==> src/hdl/vc12_mon_pkg.sv <==
// Constants, register map and field layout shared by the VC-12 path monitor files.
package vc12_mon_pkg;

    // Frame geometry: the monitor counts bytes from the byte that begins at the frame start, which is byte 0.
    localparam int FRAME_BYTES = 140;
    localparam logic [7:0] V5_INDEX = 8'h00;
    localparam logic [7:0] J2_INDEX = 8'h23;
    localparam logic [7:0] LAST_BYTE_INDEX = 8'(FRAME_BYTES - 1);
    localparam logic [2:0] LAST_BIT_INDEX = 3'h7;

    // Signal label codes that are watched in the overhead byte.
    localparam logic [2:0] ALARM_LABEL = 3'h7;
    localparam logic [2:0] UNEQUIPPED_LABEL = 3'h0;

    // Frame counts of the persistence checks.
    localparam int PERSIST_FRAMES = 5;
    localparam int TRACE_ACCEPT_FRAMES = 3;

    // Register bus geometry.
    localparam int WB_ADDR_WIDTH = 8;
    localparam int WB_DATA_WIDTH = 32;
    localparam int WB_SEL_WIDTH = 4;

    // Register byte offsets.
    localparam logic [7:0] CONTROL_OFFSET = 8'h00;
    localparam logic [7:0] EXPECTED_TRACE_OFFSET = 8'h04;
    localparam logic [7:0] DEGRADE_OFFSET = 8'h08;
    localparam logic [7:0] STATUS_OFFSET = 8'h0C;
    localparam logic [7:0] TRACE_OFFSET = 8'h10;
    localparam logic [7:0] NEAR_COUNT_OFFSET = 8'h14;
    localparam logic [7:0] FAR_COUNT_OFFSET = 8'h18;

    // Control register fields.
    localparam int CTRL_MONITOR_BIT = 0;
    localparam int CTRL_TRACE_DISABLE_BIT = 1;
    localparam int CTRL_SERVER_REPORT_BIT = 2;
    localparam int CTRL_REMOTE_REPORT_BIT = 3;
    localparam int CTRL_WIDTH = 4;

    // Degrade register fields.
    localparam int DEGRADE_THRESHOLD_LSB = 0;
    localparam int DEGRADE_THRESHOLD_WIDTH = 16;
    localparam int DEGRADE_WINDOW_LSB = 16;
    localparam int DEGRADE_WINDOW_WIDTH = 4;

    // Values after reset.
    localparam logic [CTRL_WIDTH-1:0] CONTROL_RESET = 4'h0;
    localparam logic [7:0] EXPECTED_TRACE_RESET = 8'h00;
    localparam logic [DEGRADE_THRESHOLD_WIDTH-1:0] DEGRADE_THRESHOLD_RESET = 16'h0010;
    localparam logic [DEGRADE_WINDOW_WIDTH-1:0] DEGRADE_WINDOW_RESET = 4'h3;

endpackage : vc12_mon_pkg

==> src/hdl/frame_persist.sv <==
// Frame persistence filter: a state flips after a run of agreeing frame samples.
`timescale 1ns/1ps
module frame_persist #(
    parameter int COUNT = 5
) (
    input wire logic clk_i,
    input wire logic reset_n_i,
    input wire logic sample_i,
    input wire logic value_i,
    output logic state_o
);

    localparam logic [3:0] LAST_RUN = 4'(COUNT - 1);

    logic [3:0] run;

    // A sample that agrees with the held state breaks the run, so only consecutive frames count.
    always_ff @(posedge clk_i) begin
        if (!reset_n_i) begin
            run <= 4'h0;
            state_o <= 1'b0;
        end else if (sample_i) begin
            if (value_i == state_o) begin
                run <= 4'h0;
            end else if (run == LAST_RUN) begin
                run <= 4'h0;
                state_o <= value_i;
            end else begin
                run <= run + 4'h1;
            end
        end
    end

endmodule : frame_persist

==> src/hdl/nonintrusive_path_monitor.sv <==
// Non-intrusive VC-12 path monitor with a classic Wishbone register slave.
//
// Implementation choices: the address map and register access over Wishbone.
`timescale 1ns/1ps
// What this block does
// - Compute per-bit-pair even parity over the previous frame and compare with overhead bits 1-2.
// - Count one near-end errored block per frame whose parity pair differs.
// - Overhead bit 3 set counts one far-end errored block, clear counts none.
// - Overhead bit 8 high means remote defect, low means normal working.
// - Recover the trace byte and offer the accepted value to software.
// - Extract the three signal label bits to detect an unequipped path.
// - Ignore every value carried in the low nibble of the fourth overhead byte.
// - Server fail or path alarm suppresses degraded, remote, unequipped and mismatch defects.
// - Software can switch trace mismatch detection off.
// - Declare path alarm after five consecutive frames with label 111.
// - Clear path alarm after five consecutive frames with any other label.
// - Trail fail from server, alarm, unequipped or mismatch; degrade follows degraded.
// - Report unequipped when monitored; mismatch only when not unequipped and monitored.
// - Report degraded only without mismatch and when monitored.
// - Report remote defect without unequipped or mismatch, monitored and enabled.
// - Report server fail on server fail or alarm, monitored and enabled.
// - Far-end second flag from remote defect, far count from summed remote errors.
// - Near-end second flag from trail fail or equipment defect, near count from parity errors.
module nonintrusive_path_monitor #(
    parameter int COUNT_WIDTH = 16
) (
    input wire logic CLK_I,
    input wire logic RESET_N_I,
    input wire logic [vc12_mon_pkg::WB_ADDR_WIDTH-1:0] ADR_I,
    input wire logic [vc12_mon_pkg::WB_DATA_WIDTH-1:0] DAT_I,
    input wire logic [vc12_mon_pkg::WB_SEL_WIDTH-1:0] SEL_I,
    input wire logic WE_I,
    input wire logic CYC_I,
    input wire logic STB_I,
    output logic [vc12_mon_pkg::WB_DATA_WIDTH-1:0] DAT_O,
    output logic ACK_O,
    input wire logic LINK_CLK_I,
    input wire logic LINK_DATA_I,
    input wire logic FRAME_START_I,
    input wire logic SERVER_FAIL_I,
    input wire logic EQUIPMENT_DEFECT_I,
    input wire logic PER_SECOND_TICK_I,
    output logic TRAIL_SIGNAL_FAIL_O,
    output logic TRAIL_SIGNAL_DEGRADE_O,
    output logic UNEQUIPPED_CAUSE_O,
    output logic TRACE_MISMATCH_CAUSE_O,
    output logic DEGRADED_CAUSE_O,
    output logic REMOTE_DEFECT_CAUSE_O,
    output logic SERVER_FAIL_CAUSE_O
);
    import vc12_mon_pkg::*;

    localparam logic [1:0] TRACE_REPEAT_MAX = 2'(TRACE_ACCEPT_FRAMES - 1);

    logic [3:0] sync_a;
    logic [3:0] sync_b;
    logic link_clk_d;
    logic in_frame;
    logic [2:0] bit_cnt;
    logic [7:0] byte_cnt;
    logic [6:0] shift;
    logic [1:0] bip_acc;
    logic [1:0] prev_bip;
    logic prev_valid;
    logic frame_sample;
    logic near_errored_block;
    logic far_errored_block;
    logic [2:0] signal_label;
    logic remote_bit;
    logic [7:0] received_trace;
    logic [7:0] accepted_trace;
    logic [1:0] trace_repeat;
    logic [CTRL_WIDTH-1:0] control;
    logic [7:0] expected_trace;
    logic [DEGRADE_THRESHOLD_WIDTH-1:0] degrade_threshold;
    logic [DEGRADE_WINDOW_WIDTH-1:0] degrade_window_count;
    logic [DEGRADE_WINDOW_WIDTH-1:0] bad_seconds;
    logic degraded_raw;
    logic [COUNT_WIDTH-1:0] near_acc;
    logic [COUNT_WIDTH-1:0] far_acc;
    logic near_ds_acc;
    logic far_ds_acc;
    logic [COUNT_WIDTH-1:0] near_block_error_count;
    logic [COUNT_WIDTH-1:0] far_block_error_count;
    logic near_defect_second;
    logic far_defect_second;
    logic path_alarm_defect;
    logic remote_raw;
    logic unequipped_raw;

    // Link pins pass two flip-flops; the third stage on the clock finds its rising edge.
    always_ff @(posedge CLK_I) begin
        if (!RESET_N_I) begin
            sync_a <= 4'h0;
            sync_b <= 4'h0;
            link_clk_d <= 1'b0;
        end else begin
            sync_a <= {LINK_CLK_I, LINK_DATA_I, FRAME_START_I, SERVER_FAIL_I};
            sync_b <= sync_a;
            link_clk_d <= sync_b[3];
        end
    end

    // Bit position decode; the frame start marks the first bit of the path overhead byte.
    wire link_rise = sync_b[3] & ~link_clk_d;
    wire data_s = sync_b[2];
    wire start_s = sync_b[1];
    wire incoming_server_fail = sync_b[0];
    wire aligned = in_frame | start_s;
    wire [2:0] cur_bit = start_s ? 3'h0 : bit_cnt;
    wire [7:0] cur_byte = start_s ? 8'h00 : byte_cnt;
    wire [7:0] rx_byte = {shift, data_s};
    wire byte_done = link_rise & aligned & (cur_bit == LAST_BIT_INDEX);
    // Only the path overhead and trace bytes are decoded; the fourth overhead byte is never looked at.
    wire v5_done = byte_done & (cur_byte == V5_INDEX);
    wire j2_done = byte_done & (cur_byte == J2_INDEX);
    wire [1:0] bip_bit = cur_bit[0] ? {1'b0, data_s} : {data_s, 1'b0};
    wire [1:0] bip_base = start_s ? 2'h0 : bip_acc;

    // Serial framing and parity accumulation; a new frame start snapshots last frame's parity.
    always_ff @(posedge CLK_I) begin
        if (!RESET_N_I) begin
            in_frame <= 1'b0;
            bit_cnt <= 3'h0;
            byte_cnt <= 8'h00;
            shift <= 7'h00;
            bip_acc <= 2'h0;
            prev_bip <= 2'h0;
            prev_valid <= 1'b0;
        end else if (link_rise & aligned) begin
            shift <= rx_byte[6:0];
            bit_cnt <= cur_bit + 3'h1;
            if (cur_bit == LAST_BIT_INDEX) begin
                byte_cnt <= (cur_byte == LAST_BYTE_INDEX) ? 8'h00 : cur_byte + 8'h01;
            end
            bip_acc <= bip_base ^ bip_bit;
            if (start_s) begin
                in_frame <= 1'b1;
                prev_bip <= bip_acc;
                prev_valid <= in_frame;
            end
        end
    end

    // Per-frame overhead events, one-cycle pulses after the overhead byte is complete; label and remote bit are held until the next frame.
    always_ff @(posedge CLK_I) begin
        if (!RESET_N_I) begin
            frame_sample <= 1'b0;
            near_errored_block <= 1'b0;
            far_errored_block <= 1'b0;
            signal_label <= 3'h0;
            remote_bit <= 1'b0;
        end else begin
            frame_sample <= v5_done;
            near_errored_block <= v5_done & prev_valid & (rx_byte[7:6] != prev_bip);
            far_errored_block <= v5_done & rx_byte[5];
            if (v5_done) begin
                signal_label <= rx_byte[3:1];
                remote_bit <= rx_byte[0];
            end
        end
    end

    // Label and remote-defect persistence over consecutive frames.
    frame_persist #(.COUNT(PERSIST_FRAMES)) alarm_filter (
        .clk_i(CLK_I),
        .reset_n_i(RESET_N_I),
        .sample_i(frame_sample),
        .value_i(signal_label == ALARM_LABEL),
        .state_o(path_alarm_defect)
    );
    frame_persist #(.COUNT(PERSIST_FRAMES)) remote_filter (
        .clk_i(CLK_I),
        .reset_n_i(RESET_N_I),
        .sample_i(frame_sample),
        .value_i(remote_bit),
        .state_o(remote_raw)
    );
    frame_persist #(.COUNT(PERSIST_FRAMES)) unequipped_filter (
        .clk_i(CLK_I),
        .reset_n_i(RESET_N_I),
        .sample_i(frame_sample),
        .value_i(signal_label == UNEQUIPPED_LABEL),
        .state_o(unequipped_raw)
    );

    // Trace acceptance: a byte becomes accepted after it repeats in consecutive frames.
    wire trace_same = (rx_byte == received_trace);
    wire [1:0] next_trace_repeat = !trace_same ? 2'h0 :
        (trace_repeat == TRACE_REPEAT_MAX) ? trace_repeat : trace_repeat + 2'h1;
    always_ff @(posedge CLK_I) begin
        if (!RESET_N_I) begin
            received_trace <= 8'h00;
            accepted_trace <= 8'h00;
            trace_repeat <= 2'h0;
        end else if (j2_done) begin
            received_trace <= rx_byte;
            trace_repeat <= next_trace_repeat;
            if (next_trace_repeat == TRACE_REPEAT_MAX) begin
                accepted_trace <= rx_byte;
            end
        end
    end

    // Defects qualified by the server fail; the qualifier suppresses the dependent defects.
    wire port_supervised = control[CTRL_MONITOR_BIT];
    wire trace_check_disable = control[CTRL_TRACE_DISABLE_BIT];
    wire server_fail_report_enable = control[CTRL_SERVER_REPORT_BIT];
    wire remote_defect_report_enable = control[CTRL_REMOTE_REPORT_BIT];
    wire server_qual = incoming_server_fail | path_alarm_defect;
    wire unequipped_defect = unequipped_raw & ~server_qual;
    wire remote_defect = remote_raw & ~server_qual;
    wire degraded_defect = degraded_raw & ~server_qual;
    wire trace_mismatch_defect = (accepted_trace != expected_trace) & ~trace_check_disable & ~server_qual;
    wire next_fail = incoming_server_fail | path_alarm_defect | unequipped_defect | trace_mismatch_defect;

    // Cause correlation; every cause is gated by the monitoring selection.
    wire next_unequipped_cause = port_supervised & unequipped_defect;
    wire next_mismatch_cause = port_supervised & trace_mismatch_defect & ~unequipped_defect;
    wire next_degraded_cause = port_supervised & degraded_defect & ~trace_mismatch_defect;
    wire next_remote_cause = port_supervised & remote_defect & ~unequipped_defect & ~trace_mismatch_defect &
        remote_defect_report_enable;
    wire next_server_cause = port_supervised & server_qual & server_fail_report_enable;

    // Outputs are registered so they come straight from flip-flops.
    always_ff @(posedge CLK_I) begin
        if (!RESET_N_I) begin
            TRAIL_SIGNAL_FAIL_O <= 1'b0;
            TRAIL_SIGNAL_DEGRADE_O <= 1'b0;
            UNEQUIPPED_CAUSE_O <= 1'b0;
            TRACE_MISMATCH_CAUSE_O <= 1'b0;
            DEGRADED_CAUSE_O <= 1'b0;
            REMOTE_DEFECT_CAUSE_O <= 1'b0;
            SERVER_FAIL_CAUSE_O <= 1'b0;
        end else begin
            TRAIL_SIGNAL_FAIL_O <= next_fail;
            TRAIL_SIGNAL_DEGRADE_O <= degraded_defect;
            UNEQUIPPED_CAUSE_O <= next_unequipped_cause;
            TRACE_MISMATCH_CAUSE_O <= next_mismatch_cause;
            DEGRADED_CAUSE_O <= next_degraded_cause;
            REMOTE_DEFECT_CAUSE_O <= next_remote_cause;
            SERVER_FAIL_CAUSE_O <= next_server_cause;
        end
    end

    // Second totals include this cycle's event, so an error in the tick cycle is not lost.
    wire [COUNT_WIDTH-1:0] near_total = near_acc + COUNT_WIDTH'(near_errored_block);
    wire [COUNT_WIDTH-1:0] far_total = far_acc + COUNT_WIDTH'(far_errored_block);
    wire near_ds_now = next_fail | EQUIPMENT_DEFECT_I;
    wire second_bad = (COUNT_WIDTH'(near_total) > COUNT_WIDTH'(degrade_threshold));
    wire [DEGRADE_WINDOW_WIDTH-1:0] next_bad_seconds = !second_bad ? '0 :
        (bad_seconds == degrade_window_count) ? bad_seconds : bad_seconds + DEGRADE_WINDOW_WIDTH'(1);

    // Per-second performance collection; block error counters wrap at their width, a limit for very long bursts.
    always_ff @(posedge CLK_I) begin
        if (!RESET_N_I) begin
            near_acc <= '0;
            far_acc <= '0;
            near_ds_acc <= 1'b0;
            far_ds_acc <= 1'b0;
            near_block_error_count <= '0;
            far_block_error_count <= '0;
            near_defect_second <= 1'b0;
            far_defect_second <= 1'b0;
            bad_seconds <= '0;
            degraded_raw <= 1'b0;
        end else if (PER_SECOND_TICK_I) begin
            near_block_error_count <= near_total;
            far_block_error_count <= far_total;
            near_defect_second <= near_ds_acc | near_ds_now;
            far_defect_second <= far_ds_acc | remote_defect;
            near_acc <= '0;
            far_acc <= '0;
            near_ds_acc <= 1'b0;
            far_ds_acc <= 1'b0;
            bad_seconds <= next_bad_seconds;
            degraded_raw <= second_bad & (next_bad_seconds == degrade_window_count);
        end else begin
            near_acc <= near_total;
            far_acc <= far_total;
            near_ds_acc <= near_ds_acc | near_ds_now;
            far_ds_acc <= far_ds_acc | remote_defect;
        end
    end

    // Wishbone decode; writes land on the edge at which the master sees the acknowledge.
    wire wb_req = CYC_I & STB_I;
    wire wb_write = wb_req & WE_I & ACK_O;
    wire [31:0] lane_mask = {{8{SEL_I[3]}}, {8{SEL_I[2]}}, {8{SEL_I[1]}}, {8{SEL_I[0]}}};
    wire hit_control = (ADR_I == CONTROL_OFFSET);
    wire hit_expected = (ADR_I == EXPECTED_TRACE_OFFSET);
    wire hit_degrade = (ADR_I == DEGRADE_OFFSET);
    wire [31:0] degrade_word = 32'({degrade_window_count, degrade_threshold});
    wire [31:0] merged_control = (32'(control) & ~lane_mask) | (DAT_I & lane_mask);
    wire [31:0] merged_expected = (32'(expected_trace) & ~lane_mask) | (DAT_I & lane_mask);
    wire [31:0] merged_degrade = (degrade_word & ~lane_mask) | (DAT_I & lane_mask);
    wire [31:0] status_word = {18'h00000, incoming_server_fail, remote_defect, degraded_defect,
        trace_mismatch_defect, unequipped_defect, path_alarm_defect, 1'b0, TRAIL_SIGNAL_DEGRADE_O,
        TRAIL_SIGNAL_FAIL_O, SERVER_FAIL_CAUSE_O, REMOTE_DEFECT_CAUSE_O, DEGRADED_CAUSE_O,
        TRACE_MISMATCH_CAUSE_O, UNEQUIPPED_CAUSE_O};
    // Unmapped offsets are still acknowledged and read as zero so the bus never hangs.
    wire [31:0] read_word = hit_control ? 32'(control) :
        hit_expected ? 32'(expected_trace) :
        hit_degrade ? degrade_word :
        (ADR_I == STATUS_OFFSET) ? status_word :
        (ADR_I == TRACE_OFFSET) ? {16'h0000, received_trace, accepted_trace} :
        (ADR_I == NEAR_COUNT_OFFSET) ? 32'({near_defect_second, near_block_error_count}) :
        (ADR_I == FAR_COUNT_OFFSET) ? 32'({far_defect_second, far_block_error_count}) : 32'h00000000;

    // Bus answer: acknowledge one cycle after the request, dropped in the following cycle.
    always_ff @(posedge CLK_I) begin
        if (!RESET_N_I) begin
            ACK_O <= 1'b0;
            DAT_O <= 32'h00000000;
        end else begin
            ACK_O <= wb_req & ~ACK_O;
            DAT_O <= (wb_req & ~ACK_O) ? read_word : 32'h00000000;
        end
    end

    // Software registers.
    always_ff @(posedge CLK_I) begin
        if (!RESET_N_I) begin
            control <= CONTROL_RESET;
            expected_trace <= EXPECTED_TRACE_RESET;
            degrade_threshold <= DEGRADE_THRESHOLD_RESET;
            degrade_window_count <= DEGRADE_WINDOW_RESET;
        end else if (wb_write) begin
            if (hit_control) begin
                control <= merged_control[CTRL_WIDTH-1:0];
            end
            if (hit_expected) begin
                expected_trace <= merged_expected[7:0];
            end
            if (hit_degrade) begin
                degrade_threshold <= merged_degrade[DEGRADE_THRESHOLD_LSB +: DEGRADE_THRESHOLD_WIDTH];
                degrade_window_count <= merged_degrade[DEGRADE_WINDOW_LSB +: DEGRADE_WINDOW_WIDTH];
            end
        end
    end
endmodule : nonintrusive_path_monitor

==> config.mk <==
export PLATFORM = sky130hd
export DESIGN_NAME = nonintrusive_path_monitor
export DESIGN_NICKNAME = d
export VERILOG_FILES = /design/src/hdl/vc12_mon_pkg.sv /design/src/hdl/frame_persist.sv /design/src/hdl/nonintrusive_path_monitor.sv
export SDC_FILE = /design/constraint.sdc
export NUM_CORES = 1
export LEC_CHECK = 0
export ABC_AREA = 1
export ABC_CLOCK_PERIOD_IN_PS = 2600
export BUFFER_PORTS_ARGS = -buffer_cell sky130_fd_sc_hd__buf_2
export CORE_MARGIN = 2
export CORE_UTILIZATION = 35
export CTS_BUF_LIST = sky130_fd_sc_hd__clkbuf_4
export CTS_CLUSTER_SIZE = 28
export DETAILED_ROUTE_END_ITERATION = 16
export PLACE_DENSITY = 0.54
export SYNTH_ARGS = -nofsm -noshare
export SYNTH_HDL_FRONTEND = slang
export SYNTH_HIERARCHICAL = 1
export SYNTH_SLANG_ARGS = --single-unit
export TNS_END_PERCENT = 50
==> constraint.sdc <==
create_clock -name CLK_I -period 2.6 [get_ports CLK_I]
set_input_delay 0.26 -clock CLK_I [delete_from_list [all_inputs] [get_ports CLK_I]]
set_output_delay 0.26 -clock CLK_I [all_outputs]
set_load 0.01 [all_outputs]
==> flow_summary_export.csv, run 1 <==
group,metric,value,unit
timing,worst_pin_slew,0.774,ns
logic_synthesis,async_flop_share,0,%
timing,finalHoldViolCount,0,
logic_synthesis,synth_seq_cells,206,
power,powerDensity,545,nW/µm²
placement,port_buffers,69,
worst_setup_path,cp_max_fo,8,
placement,place_area,10300,µm²
worst_setup_path,crit_family,"simple AND/OR/NAND/NOR gates",
clock_tree,cts_tree,"built",
timing,fmax,375,MHz
floorplan,num_io_pins,95,
floorplan,die-area,28200,µm²
power,clockPowerShare,46.6,%
hold_path,holdCritPathClass,"in -> reg",
timing,final.min_clock_period,2.67,ns
grt,gr-total-overflow,0,
route,routedWlPerCell,14.5,µm
floorplan,die_h,168,µm
timing,fin_skew,0.0255,ns
floorplan,core_area,26700,µm²
worst_setup_path,crit_chain,"ha_4 > nand3_4 > inv_2 > nand4_1 > nor3_2 > inv_2 > buf_6 > nand2_4 > inv_4 > ha_4 > nand4_1 > nor3_4 > buf_6 > nand3_4 > nand4_1 > nand2_1 > nor2_1 > nand2_1 > nand2_1",
worst_setup_path,critPathMaxStageDelay,0.35,ns
power,switchingPower,1.54,mW
route,drtPass1Iterations,5,
clock_tree,htree_levels,2,
route,vias,8576,
grt,grt_start_max_net_pins,78,
worst_setup_path,cp_slowest_cell,"dfxtp_2",
outcome,failed_checks,"setup timing",
logic_synthesis,ys_seq_area_share,43.8,%
power,p_total,6.36,mW
floorplan,num_rows,60,
clock_tree,cts_root_buffer,"clkbuf_4",
logic_synthesis,syn_area,9420,µm²
job,maxCapViolCount,0,
placement,pre_cts_ws,-0.222,ns
grt,grt_usage,18.6,%
clock_tree,cts_buffer_depth,3,
timing,slew_violations,0,
route,ant_nets,0,
route,drc_errors,0,
floorplan,start_util,35.3,%
outcome,status,"complete, but fails checks",
power,total_leakage_power,5.02,nW
power,combPwrFrac,3.5,%
logic_synthesis,netlist_instances,1247,
timing,setup_viol,3,
clock_tree,cts_sinks,206,
finish,instances_no_fill,1811,
logic_synthesis,ys_types,48,
worst_setup_path,cp-end-kind,"register",
finish,seq_area,4130,µm²
route,avgViaCountPerCell,4.74,
clock_tree,clock_latency,0.69,ns
floorplan,die_w,168,µm
worst_setup_path,critical_path_class,"reg -> reg",
power,cellInternalPower,4.81,mW
timing,final.period_utilization,103,%
power,netSwitchingFraction,24.3,%
finish,nets,1511,
placement,hpwlAfterDp,19000,µm
clock_tree,clk_pin_slew,0.06,ns
power,seqPwrFrac,50.0,%
route,detailedRoute.firstIterationViolations,505,
finish,layout-drive-gt1-share,20.2,%
worst_setup_path,crit_arrival,3.30,ns
finish,fillers,2762,
timing,grt_setup_unrepaired,"true",
route,finalWirelength,26200,µm
logic_synthesis,synth_edf_count,0,
finish,final_util,43.7,%
clock_tree,numCtsBuffers,57,
logic_synthesis,syn_area_per_cell,7.56,µm²
placement,gp_congestion,0.887,
grt,grt_pass1_wl,41900,µm
worst_setup_path,path_buf_inv,5,
grt,grt_pass1_vias,8430,
logic_synthesis,synthFlopType,"dfxtp_1",
timing,max_slew_margin,48.4,%
finish,design_area,11700,µm²
worst_setup_path,crit_required,3.23,ns
logic_synthesis,ys_warn_count,6,
power,vdd_drop_max,406,µV
finish,syn2layout_area_growth,23.8,%
grt,antenna_found_initial,1,
timing,fin_ws,-0.0701,ns
finish,multi_input_area,4540,µm²
placement,place_inst,1664,
worst_setup_path,start_kind,"register",
[layer usage]
layer | track usage (%) | vias up | part of all wire (%)
li1 | - | 4411 | -
met1 | 22.2 | 3918 | 43
met2 | 32.3 | 180 | 48
met3 | 4.07 | 67 | 5.2
met4 | 7.57 | 0 | 3.2
met5 | 0.522 | - | 0
[cell type report]
| type | instances | share of cell area [%] |
|---|---|---|
| Antenna cell | 2 | 0.0429 |
| Sequential cell | 206 | 35.4 |
| Inverter | 209 | 6.75 |
| Clock buffer | 83 | 5.34 |
| Clock inverter | 20 | 0.890 |
| Timing Repair Buffer | 150 | 9.07 |
| Multi-Input combinational cell | 800 | 38.9 |
| Tap cell | 341 | 3.66 |
[cell usage in the layout, fill, tap and decap left out, types with 8 or more instances in the layout]
| cell type | synthesis | final |
|---|---|---|
| buf_2 | 7 | 69 |
| conb_1 | 1 | 12 |
| buf_4 | 13 | 44 |
| xnor2_1 | 20 | 19 |
| dlygate4sd3_1 | 0 | 34 |
| nand4_1 | 21 | 21 |
| nor3_1 | 23 | 21 |
| o22ai_1 | 43 | 42 |
| ha_1 | 32 | 27 |
| a211oi_2 | 8 | 8 |
| o211ai_1 | 8 | 8 |
| nand3_1 | 30 | 22 |
| a21oi_1 | 95 | 94 |
| nor2_1 | 142 | 139 |
| inv_1 | 193 | 189 |
| o21ai_0 | 86 | 83 |
| nand3_2 | 9 | 15 |
| nor2_2 | 8 | 11 |
| nand2_1 | 195 | 188 |
| clkbuf_4 | 0 | 83 |
| inv_2 | 15 | 19 |
| xor2_1 | 24 | 23 |
| o21ai_1 | 6 | 8 |
| clkinv_1 | 1 | 17 |
| dfxtp_1 | 206 | 204 |
[tightest hold or removal path, cell delays in order]
cell,delay (ns)
buf_2,0.10
nand3_2,0.23
a21oi_1,0.11
[cell families (layout without fill, tap and decap cells)]
logic type / Yosys count / after routing / share of synthesized area (%)
and+or+nand+nor: 452 / 452 / 21.4
adders and majority gates: 32 / 32 / 4.25
other: 1 / 14 / 0.0398
DFF: 206 / 206 / 43.8
buffers and inverters: 252 / 462 / 10.7
AOI/OAI and AO/OA: 260 / 260 / 15.7
xor gates and xnor gates: 44 / 44 / 4.09
[power by group through the flow]
stage                     Clock [mW]  Sequential (mW)  Combinational (mW)
after floorplan                    0             3.24               0.118
after global placement             0             3.25               0.188
after detailed placement           0             3.25               0.189
after CTS                       3.06             3.18               0.222
after global routing            3.22             3.17               0.246
final                           2.96             3.18               0.221
[final timing paths]
path                            slack, ns            to  depth (start not counted)                from
worst max-delay path                -0.07  degraded_raw                         19  near_errored_block
worst min-delay path                 0.07      register                          3            SEL_I[1]
worst max register to register      -0.07  degraded_raw                         19  near_errored_block
worst min register to register       0.41     sync_b[2]                          2           sync_a[2]
[synth_stat cells, types with 7 or more instances]
cell type    n  area share [%]
buf_4       13             1.0
nor2_2       8            0.53
nor2_1     142             5.7
inv_2       15            0.60
o22ai_1     43             2.9
nand3_2      9            0.96
nand3_1     30             1.6
o211ai_1     8            0.64
xor2_1      24             2.2
nor3_1      23             1.2
ha_1        32             4.2
inv_1      193             7.7
clkbuf_1    19            0.76
nand2_1    195             7.8
a21oi_1     95             5.0
a211oi_2     8             1.1
o21ai_0     86             4.6
dfxtp_1    206              44
nand4_1     21             1.4
buf_2        7            0.37
xnor2_1     20             1.9
[stage by stage]
step	hold slack (ns)	setup TNS [ns]
6_report	0.0707	-0.0758
5_1_grt	0.0415	-1.24
2_1_floorplan	0.358	0
4_1_cts	0.0357	-0.119
3_3_place_gp	0.393	-0.385
3_5_place_dp	0.398	-0.769
[what timing repair did]
action / in CTS / in global routing
endpoints found under the setup margin: 5 / 6
cloned: 0 / 0
hold buffers: 34 / 0
resized for setup: 36 / 11
buffers inserted: 5 / 3
hold endpoints to repair: 45 / 0
pin swaps: 21 / 13
Power figures use the tool's default switching activity.
==> run 2, diff against run 1 <==
--- a/config.mk
+++ b/config.mk
@@ -16,6 +16,5 @@
 export PLACE_DENSITY = 0.54
 export SYNTH_ARGS = -nofsm -noshare
 export SYNTH_HDL_FRONTEND = slang
-export SYNTH_HIERARCHICAL = 1
 export SYNTH_SLANG_ARGS = --single-unit
 export TNS_END_PERCENT = 50
==> flow_summary_export.csv, run 2 <==
group,metric,value,unit
outcome,status,"completed",
floorplan,die_w,168,µm
power,total_leakage_power,5.23,nW
logic_synthesis,synthFlopType,"dfxtp_1",
worst_setup_path,crit_start,"near_errored_block",
logic_synthesis,synth-simple-area-share,23.5,%
clock_tree,cts_sinks,206,
placement,port_buffers,69,
timing,worst_pin_slew,0.621,ns
worst_setup_path,crit_chain,"ha_4 > ha_4 > nand2_4 > nor2_4 > nand4_1 > nor2_2 > nand4_1 > buf_4 > buf_4 > buf_4 > buf_4 > buf_4 > buf_4 > buf_4 > buf_4 > nand3_1 > o21ai_0",
hold_path,min-delay-start,"SEL_I[1]",
logic_synthesis,syn_area,9460,µm²
logic_synthesis,synth_area_leaders,"dfxtp_1 (44%), nand2_1 (9.8%), inv_1 (7.5%)",
worst_setup_path,cp-end-kind,"register",
worst_setup_path,crit_arrival,3.09,ns
route,drtPass1Iterations,7,
worst_setup_path,cp_max_fo,3,
worst_setup_path,r2r-start,"near_errored_block",
logic_synthesis,syn_area_per_cell,7.33,µm²
logic_synthesis,synth_compound_gate_area_share,14.3,%
route,drc_errors,0,
route,finalWirelength,26000,µm
route,detailedRoute.firstIterationViolations,588,
power,p_total,6.30,mW
timing,grt_setup_unrepaired,"true",
grt,grt_start_max_net_pins,64,
grt,antenna_found_initial,1,
route,avgViaCountPerCell,4.69,
timing,max_slew_margin,58.6,%
grt,grt_usage,18.1,%
timing,setup_viol,0,
finish,final_common_cell,"nand2_1",
logic_synthesis,synth_most_common_cell,"nand2_1",
placement,hpwlAfterDp,19000,µm
grt,grt_pass1_vias,7961,
grt,grt_pass1_wl,40800,µm
floorplan,num_io_pins,95,
logic_synthesis,synthAdderAreaFrac,4.23,%
logic_synthesis,ys_seq_area_share,43.6,%
clock_tree,cts_root_buffer,"clkbuf_4",
grt,gr-total-overflow,0,
logic_synthesis,ys_top_cells_by_count,"nand2_1 (246), dfxtp_1 (206), inv_1 (188)",
logic_synthesis,synth_edf_count,0,
placement,gp_congestion,0.893,
logic_synthesis,yosysTopAreaCell,"dfxtp_1",
logic_synthesis,ys_warn_count,0,
placement,place_inst,1709,
worst_setup_path,path_buf_inv,8,
finish,instances_no_fill,1852,
timing,slew_violations,0,
worst_setup_path,crit_family,"buffers and inverters",
route,ant_nets,0,
finish,nets,1554,
job,maxCapViolCount,0,
placement,place_area,10400,µm²
timing,fmax,385,MHz
timing,finalHoldViolCount,0,
worst_setup_path,crit_required,3.10,ns
logic_synthesis,synth_top_family_by_area,"simple AND/OR/NAND/NOR gates",
floorplan,die-area,28400,µm²
route,routedWlPerCell,14.0,µm
worst_setup_path,cp_common_cell,"buf_4",
worst_setup_path,critPathMaxStageDelay,0.34,ns
finish,syn2layout_area_growth,22.9,%
clock_tree,cts_tree,"built",
floorplan,core_area,26700,µm²
worst_setup_path,critical_path_class,"reg -> reg",
worst_setup_path,start_kind,"register",
power,vdd_drop_max,260,µV
logic_synthesis,ys_types,48,
floorplan,num_rows,60,
logic_synthesis,synthXorXnorAreaFrac,3.80,%
finish,mostFrequentLayoutCells,"nand2_1 (240), dfxtp_1 (204), inv_1 (187)",
timing,setup_tns,0,ns
worst_setup_path,cp_slowest_cell,"dfxtp_2",
floorplan,start_util,35.4,%
clock_tree,clock_latency,0.67,ns
timing,final.period_utilization,99.8,%
floorplan,die_h,168,µm
route,vias,8677,
finish,layout-drive-gt1-share,17.6,%
logic_synthesis,synthMuxAreaShare,0,%
power,powerDensity,542,nW/µm²
hold_path,holdCritPathClass,"in -> reg",
timing,holdWs,0.0920,ns
logic_synthesis,synth_seq_cells,206,
logic_synthesis,netlist_instances,1291,
clock_tree,clk_pin_slew,0.06,ns
clock_tree,htree_levels,2,
clock_tree,numCtsBuffers,57,
finish,design_area,11600,µm²
clock_tree,cts_buffer_depth,3,
logic_synthesis,synth_top_area_share,43.6,%
logic_synthesis,async_flop_share,0,%
timing,fin_skew,0.0350,ns
timing,final.min_clock_period,2.60,ns
==> run 2: cell count changes after synthesis, moves of 11 or more <==
cell / before / now
o21ai_0: 86 / 106
inv_2: 15 / 4
nor2_1: 142 / 154
o22ai_1: 43 / 19
nand3_1: 30 / 49
nand2_1: 195 / 246
==> run 2: logic make-up (layout without fill, tap and decap cells) <==
group / count (synthesis) / in the layout
simple gates: 512 / 512
compound gates: 255 / 255
buf+inv: 244 / 452
flops: 206 / 206
xor+xnor: 41 / 41
fa+ha+maj: 32 / 32
other cells: 1 / 13
==> run 2: through the flow <==
stage	utilization (%)	setup WS, ns
after floorplan	-	0.0485
after global placement	38.8	-0.161
after detailed placement	38.8	-0.186
after CTS	43.1	0.00723
after global routing	43.5	-0.121
final	43.5	0.00478
==> run 2: per-layer routing <==
layer / vias up / wire length (µm) / global-route usage (%)
met5: - / 0 / 0
met1: 3893 / 12700 / 25.4
met2: 238 / 11100 / 27.7
met3: 45 / 1610 / 3.86
li1: 4501 / - / -
met4: 0 / 551 / 5.88
==> run 2: cell type report <==
type                       count  area (µm²)
antenna                        1        2.50
clock inverter                12        46.3
inverter                     196         738
clock buffer                  90         676
fill                        2762       15100
timing repair buffer         154        1070
sequential                   206        4130
tap                          341         427
multi-input combinational    852        4540
==> run 2: final timing paths <==
path	end	slack, ns	cells after the start
min	register	0.09	4
min reg2reg	sync_b[3]	0.41	2
max reg2reg	near_block_error_count[14]	0.005	17
max	near_block_error_count[14]	0.005	17
==> run 2: worst register-to-register path: cells and delay by family, from the launching register on <==
family	cells	cell delay, ns
DFF	1	0.34
buffers and inverters	8	1.01
adders and majority gates	2	0.29
and+or+nand+nor	6	0.70
AOI/OAI and AO/OA	1	0.10
==> run 2: power by group <==
group          leakage [nW]  internal (mW)  switching [mW]
Clock                 0.438           1.56            1.34
Combinational          3.13         0.0847           0.144
Sequential             1.66           3.17         0.00762
==> run 2: what timing repair did <==
action | in CTS | in global routing
endpoints found under the setup margin | 5 | 6
buffers inserted | 8 | 0
pin swaps | 7 | 18
endpoints found under the hold margin | 43 | 0
hold buffers | 33 | 0
resized for setup | 11 | 28
==> run 3, diff against run 2 <==
--- a/config.mk
+++ b/config.mk
@@ -13,7 +13,7 @@
 export CTS_BUF_LIST = sky130_fd_sc_hd__clkbuf_4
 export CTS_CLUSTER_SIZE = 28
 export DETAILED_ROUTE_END_ITERATION = 16
-export PLACE_DENSITY = 0.54
+export PLACE_DENSITY = 0.51
 export SYNTH_ARGS = -nofsm -noshare
 export SYNTH_HDL_FRONTEND = slang
 export SYNTH_SLANG_ARGS = --single-unit
==> flow_summary_export.csv, run 3 (same netlist as run 2, synthesis figures left out) <==
group,metric,value,unit
outcome,status,"completed",
finish,mostFrequentLayoutCells,"nand2_1 (241), dfxtp_1 (204), inv_1 (187)",
worst_setup_path,path_buf_inv,1,
power,total_leakage_power,5.17,nW
timing,grt_setup_unrepaired,"true",
route,detailedRoute.firstIterationViolations,424,
clock_tree,cts_tree,"built",
route,ant_nets,0,
power,p_total,6.30,mW
timing,fin_skew,0.0450,ns
hold_path,min-delay-start,"RESET_N_I",
floorplan,num_io_pins,95,
grt,grt_usage,18.3,%
worst_setup_path,crit_family,"simple AND/OR/NAND/NOR gates",
finish,nets,1543,
worst_setup_path,crit_required,3.21,ns
timing,worst_pin_slew,0.787,ns
power,vdd_drop_max,243,µV
grt,grt_pass1_vias,7899,
worst_setup_path,critical_path_class,"reg -> reg",
job,maxCapViolCount,0,
timing,finalHoldViolCount,0,
hold_path,hold_end,"DAT_O[2]",
floorplan,num_rows,60,
worst_setup_path,r2r-start,"near_errored_block",
grt,antenna_found_initial,2,
finish,layout-drive-gt1-share,16.9,%
worst_setup_path,ff2ff_setup_slack,0.12,ns
power,powerDensity,547,nW/µm²
worst_setup_path,cp_max_fo,4,
timing,final.min_clock_period,2.48,ns
clock_tree,cts_root_buffer,"clkbuf_4",
route,routedWlPerCell,14.2,µm
finish,final_common_cell,"nand2_1",
route,drtPass1Iterations,4,
worst_setup_path,reg2reg_to,"bad_seconds[3]",
clock_tree,clock_latency,0.69,ns
floorplan,die_h,168,µm
timing,slew_violations,0,
timing,setup_viol,0,
route,avgViaCountPerCell,4.62,
floorplan,start_util,35.4,%
worst_setup_path,cp_slowest_cell,"dfxtp_2",
grt,grt_pass1_wl,41100,µm
grt,gr-total-overflow,0,
worst_setup_path,r2r_cells,16,
finish,fillers,2815,
route,drc_errors,0,
route,finalWirelength,26200,µm
timing,fmax,404,MHz
clock_tree,clk_pin_slew,0.06,ns
hold_path,holdCritPathClass,"in -> reg",
route,vias,8506,
placement,place_area,10300,µm²
clock_tree,htree_levels,2,
floorplan,die_w,168,µm
clock_tree,cts_buffer_depth,3,
finish,syn2layout_area_growth,21.9,%
worst_setup_path,cp-end-kind,"register",
grt,grt_start_max_net_pins,80,
timing,final.period_utilization,95.2,%
placement,gp_congestion,0.864,
worst_setup_path,crit_chain,"ha_4 > ha_4 > nand2_2 > nor2_2 > nand4_1 > nor2_2 > nand4_1 > nand2_2 > inv_2 > ha_4 > nand2_4 > o21ai_0 > a21oi_2 > a21boi_4 > nand3_1 > o21ai_1",
clock_tree,cts_sinks,206,
placement,hpwlAfterDp,19100,µm
timing,max_slew_margin,47.5,%
placement,place_inst,1702,
finish,instances_no_fill,1842,
finish,final_util,43.1,%
floorplan,die-area,28400,µm²
worst_setup_path,critPathMaxStageDelay,0.34,ns
clock_tree,numCtsBuffers,59,
floorplan,core_area,26700,µm²
worst_setup_path,cp_common_cell,"ha_4",
placement,port_buffers,69,
hold_path,hold_depth,5,
worst_setup_path,crit_arrival,3.09,ns
worst_setup_path,start_kind,"register",
finish,design_area,11500,µm²
run 3: cell count changes in the layout (fill, tap and decap cells not counted), sizes merged:
cell | before | now
buf | 121 | 110
clkbuf | 90 | 87
clkinv | 14 | 21
dlygate4sd3 | 33 | 31
inv | 194 | 193
run 3: how the worst max path moves through the flow:
| stage | cells after the start | start | to |
|---|---|---|---|
| 2_1_floorplan | 16 | near_errored_block | bad_seconds[1] |
| 3_3_place_gp | 16 | near_errored_block | bad_seconds[2] |
| 3_5_place_dp | 15 | near_errored_block | bad_seconds[2] |
| 4_1_cts | 17 | near_errored_block | bad_seconds[2] |
| 5_1_grt | 16 | near_errored_block | bad_seconds[1] |
| 6_report | 16 | near_errored_block | bad_seconds[3] |
run 3: layer usage:
layer	GRT usage, %	up-vias	wire (µm)
li1	-	4467	-
met1	25.6	3782	13100
met2	28.0	208	11100
met3	3.60	49	1330
met4	6.26	0	607
met5	0	-	0
run 3: area by class of cell:
class                           count  area (µm²)  share of cell area (%)
Clock inverter                     18        70.1                   0.608
Sequential cell                   206        4130                    35.8
Timing Repair Buffer              141         967                    8.39
Inverter                          196         738                    6.40
Multi-Input combinational cell    852        4550                    39.4
Clock buffer                       87         653                    5.66
Antenna cell                        1        2.50                  0.0217
Tap cell                          341         427                    3.70
run 3: through the flow:
step | TNS, ns | hold WS [ns] | setup slack [ns]
finish | 0 | 0.0709 | 0.125
global route | -0.321 | 0.0517 | -0.105
CTS | 0 | 0.0129 | 0.0272
detailed placement | -0.967 | 0.399 | -0.239
global placement | -0.599 | 0.396 | -0.163
floorplan | 0 | 0.358 | 0.0485
run 3: tightest hold or removal path, cell delays in order:
cell,delay (ns)
buf_2,0.13
inv_2,0.08
nor3_4,0.07
nand3_1,0.08
nand2_1,0.06
run 3: where the power goes:
group	leakage [nW]	switching, mW	internal, mW
Combinational	3.08	0.144	0.0832
Sequential	1.66	0.00808	3.17
Clock	0.433	1.38	1.52
run 3: repair_timing:
action                                  CTS  global route
gates resized for setup                  15            23
setup buffers                             2             1
pin swaps                                 9            14
hold endpoints to repair                 41             0
endpoints found under the setup margin    5             5
hold buffers                             31             0
